### config.mk
export PLATFORM = sky130hd
export DESIGN_NAME = gpio_ports_abc
export DESIGN_NICKNAME = d
export VERILOG_FILES = /design/src/common/gpio_abc_pkg.sv /design/src/gpio_ports_abc.sv /design/src/port_slice.sv
export SDC_FILE = /design/constraint.sdc
export NUM_CORES = 1
export LEC_CHECK = 0
export BUFFER_PORTS_ARGS = -buffer_cell sky130_fd_sc_hd__buf_2
export CAP_MARGIN = 5
export CORE_AREA = 3 3 101 103
export CTS_CLUSTER_SIZE = 28
export DETAILED_ROUTE_END_ITERATION = 12
export DIE_AREA = 0 0 104 106
export GPL_TIMING_DRIVEN = 0
export PLACE_DENSITY = 0.74
export SLEW_MARGIN = 20
export SYNTH_ARGS = -nofsm -noshare
export SYNTH_HDL_FRONTEND = slang
export SYNTH_SLANG_ARGS = --single-unit
### constraint.sdc
create_clock -name core_clk -period 2.6 [get_ports core_clk]
set_clock_uncertainty 0.15 [all_clocks]
set_input_delay 0.13 -clock core_clk [delete_from_list [all_inputs] [get_ports core_clk]]
set_output_delay 0.13 -clock core_clk [all_outputs]
set_load 0.1 [all_outputs]
### src/common/gpio_abc_pkg.sv
// Purpose: Shared constants and types for the port A/B/C block
// Assumes: Word-aligned register slots on AHB-Lite
// Notes:   Register slot byte address is four times its index

package gpio_abc_pkg;
    // ************************************************
    // Port widths
    // ************************************************
    localparam int unsigned PA_W = 8;
    localparam int unsigned PB_W = 8;
    localparam int unsigned PC_W = 6;

    // ************************************************
    // Register indices
    // ************************************************
    localparam logic [3:0] IDX_PA_DATA = 4'h0;
    localparam logic [3:0] IDX_PB_DATA = 4'h1;
    localparam logic [3:0] IDX_PC_DATA = 4'h2;
    localparam logic [3:0] IDX_PA_DIR  = 4'h4;
    localparam logic [3:0] IDX_PB_DIR  = 4'h5;
    localparam logic [3:0] IDX_PC_DIR  = 4'h6;
    localparam logic [3:0] IDX_NONE    = 4'hf;

    // ************************************************
    // Address decode and field positions
    // ************************************************
    localparam int unsigned IDX_LSB     = 2;
    localparam int unsigned IDX_MSB     = 5;
    localparam int unsigned MAP_HI_LSB  = 6;
    localparam int unsigned CLK_EN_BIT  = 7;
    localparam int unsigned PC_CLK_PIN  = 2;
    localparam int unsigned CHAN_W      = 5;
    localparam logic [4:0]  CHAN_COUNT  = 5'h08;
    localparam logic [7:0]  DIR_RESET   = 8'h00;
    localparam logic [1:0]  HRESP_OKAY  = 2'h0;

    // ************************************************
    // Captured address phase
    // ************************************************
    typedef struct packed {
        logic       valid;
        logic       write;
        logic [3:0] idx;
    } bus_req_t;
endpackage : gpio_abc_pkg

### src/gpio_ports_abc.sv
// Purpose: Ports A, B and C with AHB-Lite register access
// Assumes: Single AHB-Lite slave, word transfers, pins synchronous
// Notes:   Reads take one wait state, writes none
//
// Contract
// - Port A has eight bidirectional pins, each with a latch bit.
// - Port data latches keep their contents through reset.
// - Direction one drives latch on pin; zero leaves pin high impedance.
// - Reset clears port A and B direction bits; pins become inputs.
// - Data read gives latch for output pins, pin level for inputs.
// - Data writes always update the latch, whatever the direction.
// - Writing an input pin's data changes only the latch, not readback.
// - Port B has eight pins doubling as analog channels.
// - Analog-selected port B pin is forced input, overriding port controls.
// - Unselected port B pins behave as ordinary digital pins.
// - Port C has six pins, each with latch and direction bit.
// - Clock output enable drives core_clk divided by two on port C pin two.
// - Clock output enable is read/write and cleared by reset.
// - Reset clears the six port C direction bits.
// - Port C data read mixes latch and pin at its own address; pin two reads zero while clock output is enabled.

`timescale 1ns/1ns

module gpio_ports_abc (
    // Clock and reset
    input  wire logic        core_clk,
    input  wire logic        sys_rst,
    // AHB-Lite slave
    input  wire logic        hsel,
    input  wire logic [31:0] haddr,
    input  wire logic [1:0]  htrans,
    input  wire logic        hwrite,
    input  wire logic [2:0]  hsize,
    input  wire logic [31:0] hwdata,
    input  wire logic        hready,
    output logic      [31:0] hrdata,
    output logic             hreadyout,
    output logic             hresp,
    // Analog converter channel select
    input  wire logic [4:0]  analog_chan_sel,
    // Port A pins
    input  wire logic [7:0]  pa_in,
    output logic      [7:0]  pa_out,
    output logic      [7:0]  pa_oe_n,
    // Port B pins
    input  wire logic [7:0]  pb_in,
    output logic      [7:0]  pb_out,
    output logic      [7:0]  pb_oe_n,
    // Port C pins
    input  wire logic [5:0]  pc_in,
    output logic      [5:0]  pc_out,
    output logic      [5:0]  pc_oe_n
);
    localparam int unsigned AW = gpio_abc_pkg::PA_W;
    localparam int unsigned BW = gpio_abc_pkg::PB_W;
    localparam int unsigned CW = gpio_abc_pkg::PC_W;

    gpio_abc_pkg::bus_req_t req_r;
    gpio_abc_pkg::bus_req_t req_nxt;
    logic          hready_r;
    logic          hready_nxt;
    logic [31:0]   hrdata_r;
    logic [31:0]   hrdata_nxt;
    logic          clk_en_r;
    logic          clk_en_nxt;
    logic          clk_div_r;
    logic          clk_div_nxt;
    logic          acc;
    logic          mapped;
    logic          wr_ok;
    logic          rd_done;
    logic [31:0]   rd_mux;
    logic [AW-1:0] a_latch;
    logic [AW-1:0] a_dir;
    logic [AW-1:0] a_rd;
    logic [BW-1:0] b_latch;
    logic [BW-1:0] b_dir;
    logic [BW-1:0] b_rd;
    logic [BW-1:0] b_hiz;
    logic [CW-1:0] c_latch;
    logic [CW-1:0] c_dir;
    logic [CW-1:0] c_rd;
    logic [CW-1:0] c_rd_mask;
    logic [CW-1:0] c_alt_en;
    logic [CW-1:0] c_alt_val;

    // ************************************************
    // Bus address phase and read answer
    // ************************************************
    always_comb begin
        acc     = hsel & htrans[1] & hready;
        mapped  = haddr[31:gpio_abc_pkg::MAP_HI_LSB] == '0;
        req_nxt = '0;
        if (acc) begin
            req_nxt.valid = 1'b1;
            req_nxt.write = hwrite;
            req_nxt.idx   = mapped ? haddr[gpio_abc_pkg::IDX_MSB:gpio_abc_pkg::IDX_LSB] : gpio_abc_pkg::IDX_NONE;
        end else if (!hready_r) begin
            req_nxt = req_r;
        end
        wr_ok   = req_r.valid & req_r.write & ~sys_rst;
        rd_done = req_r.valid & ~req_r.write & ~hready_r;
        hready_nxt = ~(acc & ~hwrite);
        c_rd_mask = c_rd;
        if (clk_en_r) begin
            c_rd_mask[gpio_abc_pkg::PC_CLK_PIN] = 1'b0;
        end
        case (req_r.idx)
            gpio_abc_pkg::IDX_PA_DATA: rd_mux = 32'(a_rd);
            gpio_abc_pkg::IDX_PB_DATA: rd_mux = 32'(b_rd);
            gpio_abc_pkg::IDX_PC_DATA: rd_mux = 32'(c_rd_mask);
            gpio_abc_pkg::IDX_PA_DIR:  rd_mux = 32'(a_dir);
            gpio_abc_pkg::IDX_PB_DIR:  rd_mux = 32'(b_dir);
            gpio_abc_pkg::IDX_PC_DIR:  rd_mux = 32'({clk_en_r, 1'b0, c_dir});
            default:                   rd_mux = '0;
        endcase
        hrdata_nxt = rd_done ? rd_mux : hrdata_r;
    end

    always_ff @(posedge core_clk) begin
        if (sys_rst) begin
            req_r    <= '0;
            hready_r <= 1'b1;
            hrdata_r <= '0;
        end else begin
            req_r    <= req_nxt;
            hready_r <= hready_nxt;
            hrdata_r <= hrdata_nxt;
        end
    end

    assign hrdata    = hrdata_r;
    assign hreadyout = hready_r;
    assign hresp     = gpio_abc_pkg::HRESP_OKAY[0];

    // ************************************************
    // Clock output enable and divider
    // ************************************************
    always_comb begin
        clk_en_nxt = clk_en_r;
        if (wr_ok && req_r.idx == gpio_abc_pkg::IDX_PC_DIR) begin
            clk_en_nxt = hwdata[gpio_abc_pkg::CLK_EN_BIT];
        end
        clk_div_nxt = clk_en_nxt & ~clk_div_r;
        c_alt_en    = '0;
        c_alt_val   = '0;
        c_alt_en[gpio_abc_pkg::PC_CLK_PIN]  = clk_en_nxt;
        c_alt_val[gpio_abc_pkg::PC_CLK_PIN] = clk_div_nxt;
        b_hiz = '0;
        if (analog_chan_sel < gpio_abc_pkg::CHAN_COUNT) begin
            b_hiz[analog_chan_sel[2:0]] = 1'b1;
        end
    end

    always_ff @(posedge core_clk) begin
        if (sys_rst) begin
            clk_en_r  <= 1'b0;
            clk_div_r <= 1'b0;
        end else begin
            clk_en_r  <= clk_en_nxt;
            clk_div_r <= clk_div_nxt;
        end
    end

    // ************************************************
    // Ports
    // ************************************************
    port_slice #(.W(AW)) u_port_a (
        .core_clk   (core_clk),
        .sys_rst    (sys_rst),
        .data_we    (wr_ok && req_r.idx == gpio_abc_pkg::IDX_PA_DATA),
        .dir_we     (wr_ok && req_r.idx == gpio_abc_pkg::IDX_PA_DIR),
        .wdata      (hwdata[AW-1:0]),
        .hiz_force  ('0),
        .alt_en     ('0),
        .alt_val    ('0),
        .pin_in     (pa_in),
        .pin_out_r  (pa_out),
        .pin_oe_n_r (pa_oe_n),
        .latch_r    (a_latch),
        .dir_r      (a_dir),
        .rd_val     (a_rd)
    );

    port_slice #(.W(BW)) u_port_b (
        .core_clk   (core_clk),
        .sys_rst    (sys_rst),
        .data_we    (wr_ok && req_r.idx == gpio_abc_pkg::IDX_PB_DATA),
        .dir_we     (wr_ok && req_r.idx == gpio_abc_pkg::IDX_PB_DIR),
        .wdata      (hwdata[BW-1:0]),
        .hiz_force  (b_hiz),
        .alt_en     ('0),
        .alt_val    ('0),
        .pin_in     (pb_in),
        .pin_out_r  (pb_out),
        .pin_oe_n_r (pb_oe_n),
        .latch_r    (b_latch),
        .dir_r      (b_dir),
        .rd_val     (b_rd)
    );

    port_slice #(.W(CW)) u_port_c (
        .core_clk   (core_clk),
        .sys_rst    (sys_rst),
        .data_we    (wr_ok && req_r.idx == gpio_abc_pkg::IDX_PC_DATA),
        .dir_we     (wr_ok && req_r.idx == gpio_abc_pkg::IDX_PC_DIR),
        .wdata      (hwdata[CW-1:0]),
        .hiz_force  ('0),
        .alt_en     (c_alt_en),
        .alt_val    (c_alt_val),
        .pin_in     (pc_in),
        .pin_out_r  (pc_out),
        .pin_oe_n_r (pc_oe_n),
        .latch_r    (c_latch),
        .dir_r      (c_dir),
        .rd_val     (c_rd)
    );
endmodule : gpio_ports_abc

### src/port_slice.sv
// Purpose: One port: data latch, direction bits, pin drive and readback
// Assumes: Pin inputs synchronous to core_clk
// Notes:   Latch has no reset; direction and pin drive do

`timescale 1ns/1ns

module port_slice #(
    parameter int unsigned W = 8
) (
    // Clock and reset
    input  wire logic         core_clk,
    input  wire logic         sys_rst,
    // Register writes
    input  wire logic         data_we,
    input  wire logic         dir_we,
    input  wire logic [W-1:0] wdata,
    // Overrides
    input  wire logic [W-1:0] hiz_force,
    input  wire logic [W-1:0] alt_en,
    input  wire logic [W-1:0] alt_val,
    // Pins
    input  wire logic [W-1:0] pin_in,
    output logic      [W-1:0] pin_out_r,
    output logic      [W-1:0] pin_oe_n_r,
    // State
    output logic      [W-1:0] latch_r,
    output logic      [W-1:0] dir_r,
    output logic      [W-1:0] rd_val
);
    logic [W-1:0] latch_nxt;
    logic [W-1:0] dir_nxt;
    logic [W-1:0] pin_out_nxt;
    logic [W-1:0] pin_oe_n_nxt;

    // ************************************************
    // Next values
    // ************************************************
    always_comb begin
        latch_nxt    = data_we ? wdata : latch_r;
        dir_nxt      = dir_we ? wdata : dir_r;
        pin_out_nxt  = (alt_en & alt_val) | (~alt_en & latch_nxt);
        pin_oe_n_nxt = hiz_force | (~alt_en & ~dir_nxt);
        rd_val       = ((dir_r & ~hiz_force) & latch_r) | (~(dir_r & ~hiz_force) & pin_in);
    end

    // ************************************************
    // Latch: untouched by reset
    // ************************************************
    always_ff @(posedge core_clk) begin
        latch_r <= latch_nxt;
    end

    // ************************************************
    // Direction and pin drive
    // ************************************************
    always_ff @(posedge core_clk) begin
        if (sys_rst) begin
            dir_r      <= W'(gpio_abc_pkg::DIR_RESET);
            pin_out_r  <= W'(gpio_abc_pkg::DIR_RESET);
            pin_oe_n_r <= ~W'(gpio_abc_pkg::DIR_RESET);
        end else begin
            dir_r      <= dir_nxt;
            pin_out_r  <= pin_out_nxt;
            pin_oe_n_r <= pin_oe_n_nxt;
        end
    end
endmodule : port_slice

==> impl_metrics.py <==
metrics = {
    "clocking": {
        "clkTransAtPathRegs_ps": 100,
        "cts_sinks": 105,
        "htreeDepth": 3,
        "cts_tree": "built",
        "cts_buffers": 9,
        "postCtsSetupBuffers": 0,
        "root_buffer": "clkbuf_8",
        "cts.path.max_buffers": 2,
        "insertion_delay_ps": 370,
    },
    "die": {
        "start_util_pct": 47.7,
        "die_w_um": 104,
        "dieArea_um2": 11000,
        "core_um2": 9280,
        "ios": 179,
        "rows": 35,
        "die_h_um": 106,
    },
    "layout": {
        "final_util_pct": 61.8,
        "nNetsFinal": 745,
        "synthToLayoutAreaGrowth_pct": 29.7,
        "design_area_um2": 5740,
        "drive_gt1_share_pct": 35.3,
        "antenna_cells": 0,
    },
    "logic_synthesis": {
        "synth.distinct_cells": 46,
        "synth_top_cell_by_area": "dfxtp_1",
        "synthFlopType": "dfxtp_1",
        "synth.most_common_cell": "dfxtp_1",
        "synth_async_sr_flop_share_pct": 0,
        "synth_common_cells": "dfxtp_1 (105), nand2_1 (36), o21ai_0 (34)",
        "synth-seq-cells": 105,
        "synth.area.top_cells": "dfxtp_1 (47%), mux2_2 (6.6%), buf_4 (4.6%)",
        "synth_top_area_share_pct": 47.5,
        "synth_edf_count": 0,
        "syn_inst": 459,
        "ys.warnings.count": 0,
        "syn-cell-area_um2": 4430,
        "seq_area_frac_synth_pct": 47.5,
        "syn_avg_cell_area_um2": 9.64,
    },
    "route": {
        "via_count": 3928,
        "drc": 0,
        "postRouteAntennaNets": 0,
        "routed_via_density": 5.06,
        "finalWirelength_um": 12200,
        "routedWlPerCell_um": 15.7,
        "first_iter_violations": 213,
        "first_pass_iters": 5,
    },
    "sta": {
        "rsz0062_at_grt": "no",
        "tns_ps": 0,
        "fin_crit_sh_pct": 95.8,
        "finalHoldViolCount": 0,
        "holdWs_ps": 10.0,
        "period_minus_slack_ps": 2490,
        "setup_viol": 0,
        "maxSlewHeadroom_pct": 55.4,
        "worst_slew_pin_slew_ps": 664,
        "max_freq_ghz": 0.401,
        "slew_viol_final": 0,
    },
    "global_route": {
        "grt_pass1_vias": 3895,
        "grt_max_degree": 18,
        "grtUsageMet3_pct": 4.19,
        "grt_util_met2_pct": 36.0,
        "antenna_found_initial": 0,
        "use_met1_pct": 27.3,
        "grt_first_pass_wirelength_um": 19200,
        "grt_usage_pct": 21.7,
        "grt-ovfl-total": 0,
        "grt_busiest_layer": "met2",
    },
    "placement": {
        "io_buffer_count": 122,
        "gp_congestion": 0.904,
        "place_hpwl_um": 8760,
        "place_area_um2": 5290,
    },
    "critical_path": {
        "startpoint": "req_r[2]$_SDFFE_PP0P_",
        "end_kind": "flop",
        "critPathKind": "reg2reg",
        "r2r_start": "req_r[2]$_SDFFE_PP0P_",
        "required_ps": 2720,
        "crit_slowest_cell": "dlygate4sd3_1",
        "cp-start-kind": "flop",
        "path_delay_family": "buffers and inverters",
        "cp_max_fo": 10,
        "path_buf_inv": 3,
        "path_cells": "buf_2 -> and4bb_2 -> clkbuf_1 -> nand3_1 -> a21oi_1 -> nand2_1 -> dlygate4sd3_1",
        "arrival_ps": 2610,
        "cp_slowest_stage_delay_ps": 550,
    },
    "power_and_ir_drop": {
        "power_density_nw_per_um2": 513,
        "peakVddDrop_mv": 0.305,
        "p_leak_nw": 2.48,
        "finalPower_mw": 2.95,
    },
    "worst_hold_path": {
        "min_from": "pb_in[1]",
        "hp-class": "in2reg",
    },
    "job": {
        "cap_violations": 0,
    },
    "run_status": {
        "status": "finished clean",
    },
}
worst min-delay path, stage by stage:
cell and delay (ps):
buf_2 100, nand2_1 50, mux2_2 130, a41oi_1 80
final timing paths:
check | end | slack (ps) | depth (start not counted)
max reg2reg | u_port_b.pin_oe_n_r[6]$_SDFF_PP1_ | 110 | 7
max | u_port_b.pin_oe_n_r[6]$_SDFF_PP1_ | 110 | 7
min reg2reg | clk_div_r$_SDFF_PP0_ | 310 | 1
min | hrdata[1]$_SDFFE_PP0P_ | 10 | 4
cells by family (layout without fill, tap and decap cells):
group | count (synthesis) | after routing | synth area share [%]
DFF | 105 | 105 | 47.5
AOI/OAI and AO/OA | 93 | 93 | 12.7
and+or+nand+nor | 160 | 160 | 20.9
buffers and inverters | 54 | 219 | 7.38
muxes | 46 | 46 | 11.4
other | 1 | 25 | 0.0847
area by class of cell:
class / count / area, um^2
Tap cell: 129 / 161
Clock inverter: 6 / 42.5
Clock buffer: 9 / 124
Fill cell: 823 / 3540
Inverter: 5 / 18.8
Multi-Input combinational cell: 324 / 2090
Timing Repair Buffer: 150 / 891
Sequential cell: 105 / 2100
Buffer: 49 / 308
where the power goes:
group | leakage (nW) | switching [mW] | internal, mW
combinational | 1.55 | 0.287 | 0.127
clock | 0.0819 | 0.567 | 0.347
sequential | 0.847 | 0.00347 | 1.62
timing repair:
action	4_1_cts	5_1_grt
endpoints found under the hold margin	56	0
resized for setup	0	1
hold buffers	28	0
endpoints found under the setup margin	0	1
layout by cell type, fill, tap and decap left out, types with 2 or more instances in the layout:
cell	instances
dfxtp_1	105
nor3_1	3
mux2_2	26
mux2i_1	18
inv_1	5
buf_6	2
or3_1	2
mux2_4	2
a21boi_0	6
clkinv_2	2
clkbuf_8	9
nand4_1	2
o21ai_0	34
or3b_2	7
buf_2	128
conb_1	25
nor3b_4	2
inv_6	2
a31oi_1	2
or2_2	13
o311ai_0	2
clkbuf_1	14
buf_4	27
a41oi_1	6
nand3_1	13
nand2_1	36
a21oi_1	28
nand3b_1	3
and2_1	22
a21o_1	6
nor4_1	6
a221oi_1	4
o21a_1	2
nand2b_1	11
clkinvlp_4	2
nor2b_1	3
nor2_1	26
dlygate4sd3_1	28
sequential cells by signal, summed over array words and instances, names as in the netlist:
name,cells
clk_en_r,1
u_port_a.pin_out_r,8
u_port_b.pin_out_r,8
u_port_b.pin_oe_n_r,8
u_port_c.pin_out_r,6
req_r,6
u_port_a.latch_r,8
u_port_a.pin_oe_n_r,8
u_port_a.dir_r,8
clk_div_r,1
hrdata,8
u_port_c.dir_r,6
u_port_b.dir_r,8
u_port_c.pin_oe_n_r,6
u_port_c.latch_r,6
hreadyout,1
u_port_b.latch_r,8
through the flow:
step | instances | setup WS, ps
3_3_place_gp | 734 | 395
2_1_floorplan | 483 | 598
4_1_cts | 777 | 131
5_1_grt | 777 | 7.33
6_report | 777 | 109
3_5_place_dp | 734 | 381
metal layers:
metal	vias to the layer above	part of all wire [%]
li1	1907	-
met1	1824	43
met2	165	48
met3	32	5.9
met4	0	3.1
met5	-	0
No activity file was read; power rests on OpenSTA's default activity.
